[src/design/crf_pkg.sv]
// Package for the CAN receiver flag and status block
package crf_pkg;
    localparam logic [7:0] CRF_ADDR_WIDTH = 8'h08;
    localparam logic [7:0] CRF_OFF_FLAGS = 8'h04;
    localparam logic [7:0] CRF_OFF_ENABLES = 8'h05;
    localparam logic [7:0] CRF_OFF_TIMING = 8'h10;
    localparam logic [7:0] CRF_OFF_CONTROL = 8'h11;
    localparam logic [7:0] CRF_OFF_COUNTERS_RX = 8'h12;
    localparam logic [7:0] CRF_OFF_COUNTERS_TX = 8'h13;
    localparam logic [7:0] CRF_OFF_BIT_TIME = 8'h14;
    localparam int CRF_BIT_WAKEUP = 7;
    localparam int CRF_BIT_STATUS = 6;
    localparam int CRF_BIT_OVERRUN = 1;
    localparam int CRF_BIT_RXFULL = 0;
    localparam logic [7:0] CRF_FLAGS_RESET = 8'h00;
    localparam logic [7:0] CRF_ENABLES_RESET = 8'h00;
    localparam logic [7:0] CRF_TIMING_RESET = 8'h00;
    localparam logic [8:0] CRF_WARN_LIMIT = 9'h060;
    localparam logic [8:0] CRF_PASSIVE_LIMIT = 9'h07F;
    localparam logic [8:0] CRF_BUSOFF_LIMIT = 9'h0FF;
    typedef enum logic [1:0] {
        CRF_ST_OK,
        CRF_ST_WARN,
        CRF_ST_ERR,
        CRF_ST_BUSOFF
    } crf_state_t;
endpackage : crf_pkg

[src/design/crf_state_enc.sv]
// Error counter to bus state encoder
`timescale 1ns/1ns
module crf_state_enc
    import crf_pkg::*;
(
    input wire logic [8:0] rx_count_i,
    input wire logic [8:0] tx_count_i,
    output crf_state_t rx_state_o,
    output crf_state_t tx_state_o
);
    always_comb begin
        if (tx_count_i > CRF_BUSOFF_LIMIT) begin
            rx_state_o = CRF_ST_BUSOFF;
            tx_state_o = CRF_ST_BUSOFF;
        end else begin
            if (rx_count_i <= CRF_WARN_LIMIT) begin
                rx_state_o = CRF_ST_OK;
            end else if (rx_count_i <= CRF_PASSIVE_LIMIT) begin
                rx_state_o = CRF_ST_WARN;
            end else begin
                rx_state_o = CRF_ST_ERR;
            end
            if (tx_count_i <= CRF_WARN_LIMIT) begin
                tx_state_o = CRF_ST_OK;
            end else if (tx_count_i <= CRF_PASSIVE_LIMIT) begin
                tx_state_o = CRF_ST_WARN;
            end else begin
                tx_state_o = CRF_ST_ERR;
            end
        end
    end
endmodule : crf_state_enc

[src/design/crf_bit_time.sv]
// Bit time length in module clocks from prescaler and segments
`timescale 1ns/1ns
module crf_bit_time (
    input wire logic [5:0] prescaler_i,
    input wire logic [3:0] seg1_i,
    input wire logic [2:0] seg2_i,
    output logic [10:0] clocks_o
);
    logic [6:0] p_val;
    logic [4:0] quanta;
    always_comb begin
        p_val = {1'b0, prescaler_i} + 7'h01;
        quanta = 5'h01 + ({1'b0, seg1_i} + 5'h01) + ({2'b00, seg2_i} + 5'h01);
        clocks_o = 11'(p_val) * 11'(quanta);
    end
endmodule : crf_bit_time

[src/design/crf_top.sv]
// Receiver flag and status register block
// Operation
// - Bit time is (prescaler+1) times (seg1+seg2+3)
// - Flags clear by writing one after cause
// - Writing zero leaves flag untouched
// - Init mode holds flags reset, ignores flag writes
// - Flag writes accepted again after init exit
// - State fields read-only, writes discarded
// - State fields track bus during init
// - Enable per flag, interrupt while set
// - Wakeup flag on sleep activity if enabled
// - Status change flag on bus state change
// - State fields frozen while status flag set
// - Receiver state encoding from error counts
// - Transmitter state encoding from error counts
// - Overrun flag raises error interrupt
// - Receive full set on good frame
// - Full flag blocks foreground shift
// - Receive interrupt while full and enabled
`timescale 1ns/1ns
module crf_top
    import crf_pkg::*;
(
    input wire logic ref_clk_i,
    input wire logic sys_rst_i,
    input wire logic [7:0] addr_i,
    input wire logic [7:0] wdata_i,
    input wire logic wr_i,
    input wire logic rd_i,
    output logic [7:0] rdata_o,
    input wire logic init_request_i,
    input wire logic init_acknowledge_i,
    input wire logic sleep_mode_i,
    input wire logic bus_activity_i,
    input wire logic overrun_event_i,
    input wire logic rx_condition_i,
    input wire logic fifo_entry_valid_i,
    input wire logic [8:0] rx_err_count_i,
    input wire logic [8:0] tx_err_count_i,
    output logic fifo_shift_o,
    output logic wakeup_irq_o,
    output logic error_irq_o,
    output logic receive_irq_o,
    output logic [10:0] bit_time_clocks_o
);
    import crf_pkg::*;

    logic [7:0] flags_q, flags_d;
    logic [7:0] enables_q, enables_d;
    logic [12:0] timing_q, timing_d;
    logic wakeup_enable_q, wakeup_enable_d;
    logic [1:0] rx_state_q, rx_state_d;
    logic [1:0] tx_state_q, tx_state_d;
    logic [7:0] rdata_q, rdata_d;
    logic overrun_hold_q, overrun_hold_d;
    crf_state_t rx_now, tx_now;
    logic init_mode, run_mode, flag_wr, status_chg, shift_ok;
    logic [7:0] set_ev, cause, clr;

    crf_state_enc u_enc (
        .rx_count_i(rx_err_count_i),
        .tx_count_i(tx_err_count_i),
        .rx_state_o(rx_now),
        .tx_state_o(tx_now)
    );

    crf_bit_time u_bt (
        .prescaler_i(timing_q[5:0]),
        .seg1_i(timing_q[9:6]),
        .seg2_i(timing_q[12:10]),
        .clocks_o(bit_time_clocks_o)
    );

    always_comb begin
        init_mode = init_request_i & init_acknowledge_i;
        run_mode = ~init_request_i & ~init_acknowledge_i;
        flag_wr = wr_i & (addr_i == CRF_OFF_FLAGS) & run_mode;
        status_chg = ({rx_now, tx_now} != {rx_state_q, tx_state_q});
        shift_ok = fifo_entry_valid_i & ~flags_q[CRF_BIT_RXFULL];
        fifo_shift_o = shift_ok;
        set_ev = 8'h00;
        set_ev[CRF_BIT_WAKEUP] = sleep_mode_i & bus_activity_i & wakeup_enable_q;
        set_ev[CRF_BIT_STATUS] = status_chg & ~flags_q[CRF_BIT_STATUS];
        set_ev[CRF_BIT_OVERRUN] = overrun_event_i;
        set_ev[CRF_BIT_RXFULL] = shift_ok;
        cause = 8'h00;
        cause[CRF_BIT_WAKEUP] = sleep_mode_i & bus_activity_i;
        cause[CRF_BIT_OVERRUN] = overrun_event_i | overrun_hold_q;
        cause[CRF_BIT_RXFULL] = 1'b0;
        clr = 8'h00;
        if (flag_wr) begin
            clr = wdata_i & ~cause & 8'hC3;
        end
        flags_d = flags_q;
        flags_d[5:2] = 4'h0;
        flags_d = (flags_d & ~clr) | set_ev;
        if (init_mode) begin
            flags_d = CRF_FLAGS_RESET;
        end
        overrun_hold_d = overrun_event_i;
        rx_state_d = rx_state_q;
        tx_state_d = tx_state_q;
        if (!flags_q[CRF_BIT_STATUS]) begin
            rx_state_d = rx_now;
            tx_state_d = tx_now;
        end
        enables_d = enables_q;
        if (init_mode) begin
            enables_d = CRF_ENABLES_RESET;
        end else if (wr_i && addr_i == CRF_OFF_ENABLES && run_mode) begin
            enables_d = wdata_i;
        end
        timing_d = timing_q;
        wakeup_enable_d = wakeup_enable_q;
        if (wr_i && addr_i == CRF_OFF_TIMING && init_mode) begin
            timing_d[7:0] = wdata_i;
        end
        if (wr_i && addr_i == CRF_OFF_CONTROL) begin
            if (init_mode) begin
                timing_d[12:8] = wdata_i[4:0];
            end
            wakeup_enable_d = wdata_i[7];
        end
        rdata_d = 8'h00;
        if (rd_i) begin
            unique case (addr_i)
                CRF_OFF_FLAGS: rdata_d = {flags_q[7:6], rx_state_q, tx_state_q, flags_q[1:0]};
                CRF_OFF_ENABLES: rdata_d = enables_q;
                CRF_OFF_TIMING: rdata_d = timing_q[7:0];
                CRF_OFF_CONTROL: rdata_d = {wakeup_enable_q, 2'b00, timing_q[12:8]};
                CRF_OFF_COUNTERS_RX: rdata_d = rx_err_count_i[7:0];
                CRF_OFF_COUNTERS_TX: rdata_d = tx_err_count_i[7:0];
                CRF_OFF_BIT_TIME: rdata_d = bit_time_clocks_o[7:0];
                default: rdata_d = 8'h00;
            endcase
        end
        wakeup_irq_o = flags_q[CRF_BIT_WAKEUP] & enables_q[CRF_BIT_WAKEUP];
        error_irq_o = (flags_q[CRF_BIT_STATUS] & enables_q[CRF_BIT_STATUS])
                    | (flags_q[CRF_BIT_OVERRUN] & enables_q[CRF_BIT_OVERRUN]);
        receive_irq_o = flags_q[CRF_BIT_RXFULL] & enables_q[CRF_BIT_RXFULL];
    end

    always_ff @(posedge ref_clk_i) begin
        if (sys_rst_i) begin
            flags_q <= CRF_FLAGS_RESET;
            enables_q <= CRF_ENABLES_RESET;
            timing_q <= 13'h0000;
            wakeup_enable_q <= 1'b0;
            rx_state_q <= 2'b00;
            tx_state_q <= 2'b00;
            rdata_q <= 8'h00;
            overrun_hold_q <= 1'b0;
        end else begin
            flags_q <= flags_d;
            enables_q <= enables_d;
            timing_q <= timing_d;
            wakeup_enable_q <= wakeup_enable_d;
            rx_state_q <= rx_state_d;
            tx_state_q <= tx_state_d;
            rdata_q <= rdata_d;
            overrun_hold_q <= overrun_hold_d;
        end
    end

    assign rdata_o = rdata_q;
endmodule : crf_top

[config.mk]
export PLATFORM = sky130hd
export DESIGN_NAME = crf_top
export DESIGN_NICKNAME = d
export VERILOG_FILES = /design/src/design/crf_pkg.sv /design/src/design/crf_state_enc.sv /design/src/design/crf_bit_time.sv /design/src/design/crf_top.sv
export SDC_FILE = /design/constraint.sdc
export NUM_CORES = 1
export LEC_CHECK = 0
export ABC_AREA = 1
export BUFFER_PORTS_ARGS = -buffer_cell sky130_fd_sc_hd__buf_2
export CORE_ASPECT_RATIO = 0.7
export CORE_MARGIN = 4
export CORE_UTILIZATION = 45
export CTS_CLUSTER_SIZE = 30
export DETAILED_ROUTE_END_ITERATION = 7
export PLACE_DENSITY = 0.67
export SLEW_MARGIN = 20
export SYNTH_ARGS = -nofsm -noshare
export SYNTH_HDL_FRONTEND = slang
export SYNTH_SLANG_ARGS = --single-unit
[constraint.sdc]
create_clock -name ref_clk_i -period 9.8 [get_ports ref_clk_i]
set_input_delay 1.47 -clock ref_clk_i [delete_from_list [all_inputs] [get_ports ref_clk_i]]
set_output_delay 1.47 -clock ref_clk_i [all_outputs]
set_load 0.05 [all_outputs]
== Yosys cells after proc, flatten, opt, wreduce, memory -nomap -nowiden ==
Cells that the tools add are included.

* Output and inout bits: 23
* Input bits: 45
* Word-level logic and storage cells: 68
* Flip-flop bits (word level): 43

* Order comparisons: 5
* Bitwise operators: 24
* Multiply operators: 1
* $add $sub $neg: 5
* Multiplexer cells: 8
* Reduce and logical (&&, ||, !) cells: 8
* Eq/ne operators: 8

{| class="wikitable"
|+ Operators with widths
! cell !! count
|-
| 8-bit case mux with 7 select lines || 1
|-
| 8-bit by 5-bit == test with 1-bit output, second input constant || 5
|-
| 9-bit by 7-bit <= comparator with 1-bit output, second input constant || 4
|-
| 8-bit AND || 2
|-
| 8-bit by 3-bit == test with 1-bit output, second input constant || 2
|-
| 8-bit NOT || 2
|-
| 1-bit AND || 12
|-
| 2-bit two-way mux || 6
|-
| 7-bit by 5-bit multiplier with 11-bit output || 1
|-
| 9-bit by 8-bit > comparator with 1-bit output, second input constant || 1
|-
| 8-bit two-way mux || 1
|-
| 8-bit bitwise OR || 1
|-
| 6-bit by 1-bit adder with 7-bit output, second input constant || 1
|-
| 1-bit by 5-bit adder with 5-bit output, first input constant || 1
|-
| 4-bit by 1-bit adder with 5-bit output, second input constant || 1
|-
| 5-bit adder || 1
|-
| 1-bit logical AND || 5
|-
| 1-bit NOT || 5
|-
| 3-bit by 1-bit adder with 4-bit output, second input constant || 1
|-
| 4-bit != test || 1
|-
| 2-bit OR reduction || 2
|-
| 1-bit bitwise OR || 2
|-
| 2-bit AND reduction || 1
|}

== Longest topological paths before layout ==
* Depth after elaboration: 7
* Depth in mapped cells: 24
* Gate-level depth less buffers: 24

== Modules after synthesis ==
Synthesis repeated with hierarchy kept, for this count alone.

* Cell total of the unflattened synthesis: 562
* Area total of the unflattened synthesis: 3575.9 µm²

{| class="wikitable"
|+ Modules (own cells, without submodules)
! module !! instances !! cells each !! sequential area each (µm²) !! area each (µm²)
|-
| crf_top || 1 || 333 || 780.7 || 2139.6
|-
| crf_bit_time || 1 || 206 || 0.0 || 1338.8
|-
| crf_state_enc || 1 || 23 || 0.0 || 97.6
|}

== Least setup slack after synthesis ==
No wires, ideal clock.

* Path kind: reg-to-output
* From: register timing_q[10]
* To: output port bit_time_clocks_o[9]
* Data arrival time: 4.965 ns
* Buffers on the path: 0
* Required time: 8.330 ns
* Cell stages (with the launch flop): 21
* Setup slack: 3.365 ns
* Path through: dfxtp_1 -> ha_1 -> inv_1 -> ha_1 -> inv_1 -> ha_1 -> fa_1 -> xnor2_1 -> inv_1 -> nand2_1 -> fa_1 -> fa_1 -> fa_1 -> inv_1 -> ha_1 -> nand2_1 -> inv_1 -> nand2_1 -> nand2_1 -> a21oi_1 -> xnor2_1

* Longest elaborated chain between the ends: 3

{| class="wikitable"
|+ RTL lines
! what !! RTL line !! source
|-
| start, declared || crf_top.sv:50 || <nowiki>logic [12:0] timing_q, timing_d;</nowiki>
|-
| start signal, assigned || crf_top.sv:156 || <nowiki>timing_q <= timing_d;</nowiki>
|-
| 3-bit by 1-bit adder with 4-bit output || crf_bit_time.sv:13 || <nowiki>quanta = 5'h01 + ({1'b0, seg1_i} + 5'h01) + ({2'b00, seg2_i} + 5'h01);</nowiki>
|-
| 5-bit adder || crf_bit_time.sv:13 ||
|-
| 7-bit by 5-bit multiplier with 11-bit output || crf_bit_time.sv:14 || <nowiki>clocks_o = 11'(p_val) * 11'(quanta);</nowiki>
|-
| end, declared || crf_top.sv:44 || <nowiki>output logic [10:0] bit_time_clocks_o</nowiki>
|}

No other way between the ends.

== Final worst setup path ==
* From: register timing_q[11]
* To: output port bit_time_clocks_o[10]

The elaborated chain is that of the path after synthesis.

==> flow_summary.json <==
{
  "via_count": 3472,
  "synthAdderAreaFrac_pct": 18.9,
  "outcome": "finished, final reports clean",
  "fin_crit_sh_pct": 71.1,
  "yosys.area_share.simple_pct": 32.1,
  "die_h_um": 81.2,
  "num_antenna_cells": 0,
  "clk_latency_ns": 0.30,
  "slew_headroom_pct": 64.7,
  "fin_util_pct": 53.9,
  "synth_compound_area_share_pct": 13.2,
  "tns_ns": 0,
  "yosys_register_bits": 39,
  "cts.sinks": 39,
  "rows": 26,
  "cts_setup_buffers": 0,
  "area_growth_pct": 15.1,
  "core-area_um2": 7350,
  "synth_area_per_cell_um2": 6.78,
  "arrival_ns": 5.50,
  "rsz0062_at_grt": "no",
  "worst_pin_slew_ns": 0.525,
  "power.leakage_nw": 2.11,
  "cts_root_buf": "clkbuf_8",
  "power_density_nw_per_um2": 81.1,
  "synth-xor-area-share_pct": 2.29,
  "cp-start-kind": "flip-flop",
  "slew_violations": 0,
  "die_x_um": 113,
  "worstSetupPathType": "reg2out",
  "endpoint_kind": "output pin",
  "drc_errors": 0,
  "grt_pass1_wl_um": 15400,
  "grt_max_degree": 18,
  "finalSetupViolations": 0,
  "dp_hpwl_um": 8060,
  "clk_path_buf_depth": 2,
  "fmax_ghz": 0.143,
  "wl_um": 9420,
  "grt_pass1_vias": 3177,
  "synth_top_family_by_area": "simple AND/OR/NAND/NOR gates",
  "syn-cell-area_um2": 3440,
  "synth_cell_types": 39,
  "dr.pass1.iters": 5,
  "antenna_found_initial": 0,
  "drive_above_1_share_pct": 18.5,
  "io_buffers": 66,
  "grt_usage_pct": 21.2,
  "path_clk_slew_ns": 0.08,
  "start_util_pct": 46.8,
  "max-cap-violations": 0,
  "ios": 68,
  "grt_remaining_overflow": 0,
  "fillers": 755,
  "final_common_cell": "nand2_1",
  "yosysSeqAreaShare_pct": 22.7,
  "wl_per_cell_um": 14.0,
  "synthesis.nets": 596,
  "synth_mux_area_share_pct": 0,
  "ant_nets": 0,
  "layout_common_cells": "101 x nand2_1, 81 x inv_1, 66 x buf_2",
  "via_per_inst": 5.14,
  "crit_chain": "ha_1 -> inv_1 -> ha_1 -> inv_1 -> ha_1 -> fa_1 -> xnor2_1 -> nor2_1 -> fa_1 -> fa_1 -> fa_1 -> ha_1 -> a21oi_1 -> nand2_1 -> a31oi_1 -> nand3_1 -> nand2_1 -> buf_2",
  "cts_made_buffers": 5,
  "required_ns": 8.33,
  "skew_ns": 0.0109,
  "hold_viol": 0,
  "synth_cells": 508,
  "cts_resized": 0,
  "die-area_um2": 9130,
  "ir_drop_mv": 0.0610,
  "htreeDepth": 2,
  "cp_max_fo": 6,
  "nNetsFinal": 664,
  "worstHoldPathType": "reg2reg",
  "slowest_delay_ns": 0.53,
  "fin_crit_ns": 6.97,
  "cts_tree": "built",
  "gp_congestion": 0.863,
  "yosysWarnings": 0,
  "drt_iter0_markers": 253,
  "slowest_stage": "fa_1",
  "cts_hold_buffers": 0
}
==> metrics by stage <==
stage | total power [W] | setup WS [ns] | cells | cell area, µm² | hold slack (ns)
final | 0.000322 | 2.83 | 675 | 3960 | 0.468
after global routing | 0.000337 | 2.55 | 675 | 3960 | 0.492
after CTS | 0.000322 | 2.84 | 675 | 3960 | 0.460
after detailed placement | 0.000206 | 3.18 | 667 | 3860 | 0.449
after global placement | 0.000205 | 3.27 | 667 | 3860 | 0.443
after floorplan | 0.000189 | 3.37 | 508 | 3440 | 0.430
==> synthesized netlist by cell type <==
master | instances | share of area [%]
o21ai_0 | 19 | 2.8
xor2_1 | 5 | 1.3
ha_1 | 28 | 10
a21oi_2 | 2 | 0.51
o21ai_1 | 15 | 2.2
nor2_8 | 1 | 0.58
nor2_4 | 4 | 1.3
nand2_4 | 2 | 0.65
o21ai_2 | 1 | 0.25
fa_1 | 15 | 8.7
clkinv_2 | 1 | 0.15
dfxtp_1 | 39 | 23
inv_2 | 9 | 0.98
and2_1 | 1 | 0.18
o31ai_1 | 1 | 0.22
buf_2 | 1 | 0.15
nand2_1 | 101 | 11
xnor2_1 | 4 | 1.0
nand3_2 | 4 | 1.2
buf_6 | 1 | 0.33
o221ai_1 | 1 | 0.25
and3_1 | 1 | 0.18
o211ai_1 | 2 | 0.44
nor2_2 | 2 | 0.36
nor3_1 | 5 | 0.73
nand3b_1 | 4 | 0.87
nand3_1 | 36 | 5.2
a21oi_1 | 44 | 6.4
nor3_2 | 1 | 0.29
or2_2 | 1 | 0.18
buf_4 | 1 | 0.22
nor2_1 | 56 | 6.1
or2_1 | 1 | 0.18
nand2_2 | 4 | 0.73
nand4_1 | 10 | 1.8
clkbuf_1 | 2 | 0.22
nor3_4 | 1 | 0.47
inv_1 | 81 | 8.8
a31oi_1 | 1 | 0.18
==> logic make-up after synthesis <==
family / count (synthesis)
buffers and inverters: 96
AOI/OAI and AO/OA: 86
adders and majority gates: 43
and+or+nand+nor: 235
DFF: 39
xor gates and xnor gates: 9
==> power by group <==
part           total [W]  internal, W  switching [W]
Clock           0.000118    0.0000575      0.0000607
Combinational  0.0000395    0.0000135      0.0000260
Sequential      0.000164     0.000161     0.00000281
==> state kept, by name, summed over array words and instances (netlist names) <==
register         flops
rx_state_q           2
overrun_hold_q       1
wakeup_enable_q      1
enables_q            8
flags_q              4
timing_q            13
tx_state_q           2
rdata_o              8
==> layer usage <==
metal / vias up / GRT usage (%) / wire length (µm)
li1: 1775 / - / -
met2: 125 / 30.9 / 3760
met1: 1563 / 32.4 / 4890
met4: 0 / 3.24 / 65
met3: 9 / 4.54 / 713
met5: - / 0 / 0
==> final timing paths <==
kind	cells after the start	startpoint	to	slack, ns
setup reg to reg	23	timing_q[11]$_SDFFE_PP0P_	rdata_o[5]$_SDFF_PP0_	4.81
hold reg to reg	2	enables_q[5]$_SDFFE_PP0P_	enables_q[5]$_SDFFE_PP0P_	0.47
hold / removal	2	enables_q[5]$_SDFFE_PP0P_	enables_q[5]$_SDFFE_PP0P_	0.47
setup / recovery	18	timing_q[11]$_SDFFE_PP0P_	bit_time_clocks_o[10]	2.83
==> worst max-delay path: cells and delay by family (launching register included) <==
family                   cells  cell delay (ns)
AO/OA/AOI/OAI                2             0.58
buffers and inverters        3             0.33
adder cells (fa/ha/maj)      8             3.07
XOR/XNOR                     1             0.45
AND/OR/NAND/NOR              4             0.45
flip-flops                   1             0.34
==> layout make-up <==
class	instances	area, µm²	share of cell area (%)
timing repair buffer	66	330	8.34
clock inverter	2	16.3	0.410
tap	98	123	3.09
clock buffer	6	82.6	2.08
multi-input combinational	373	2290	57.7
inverter	91	343	8.65
sequential	39	781	19.7
(Power assumes the default switching activity.)
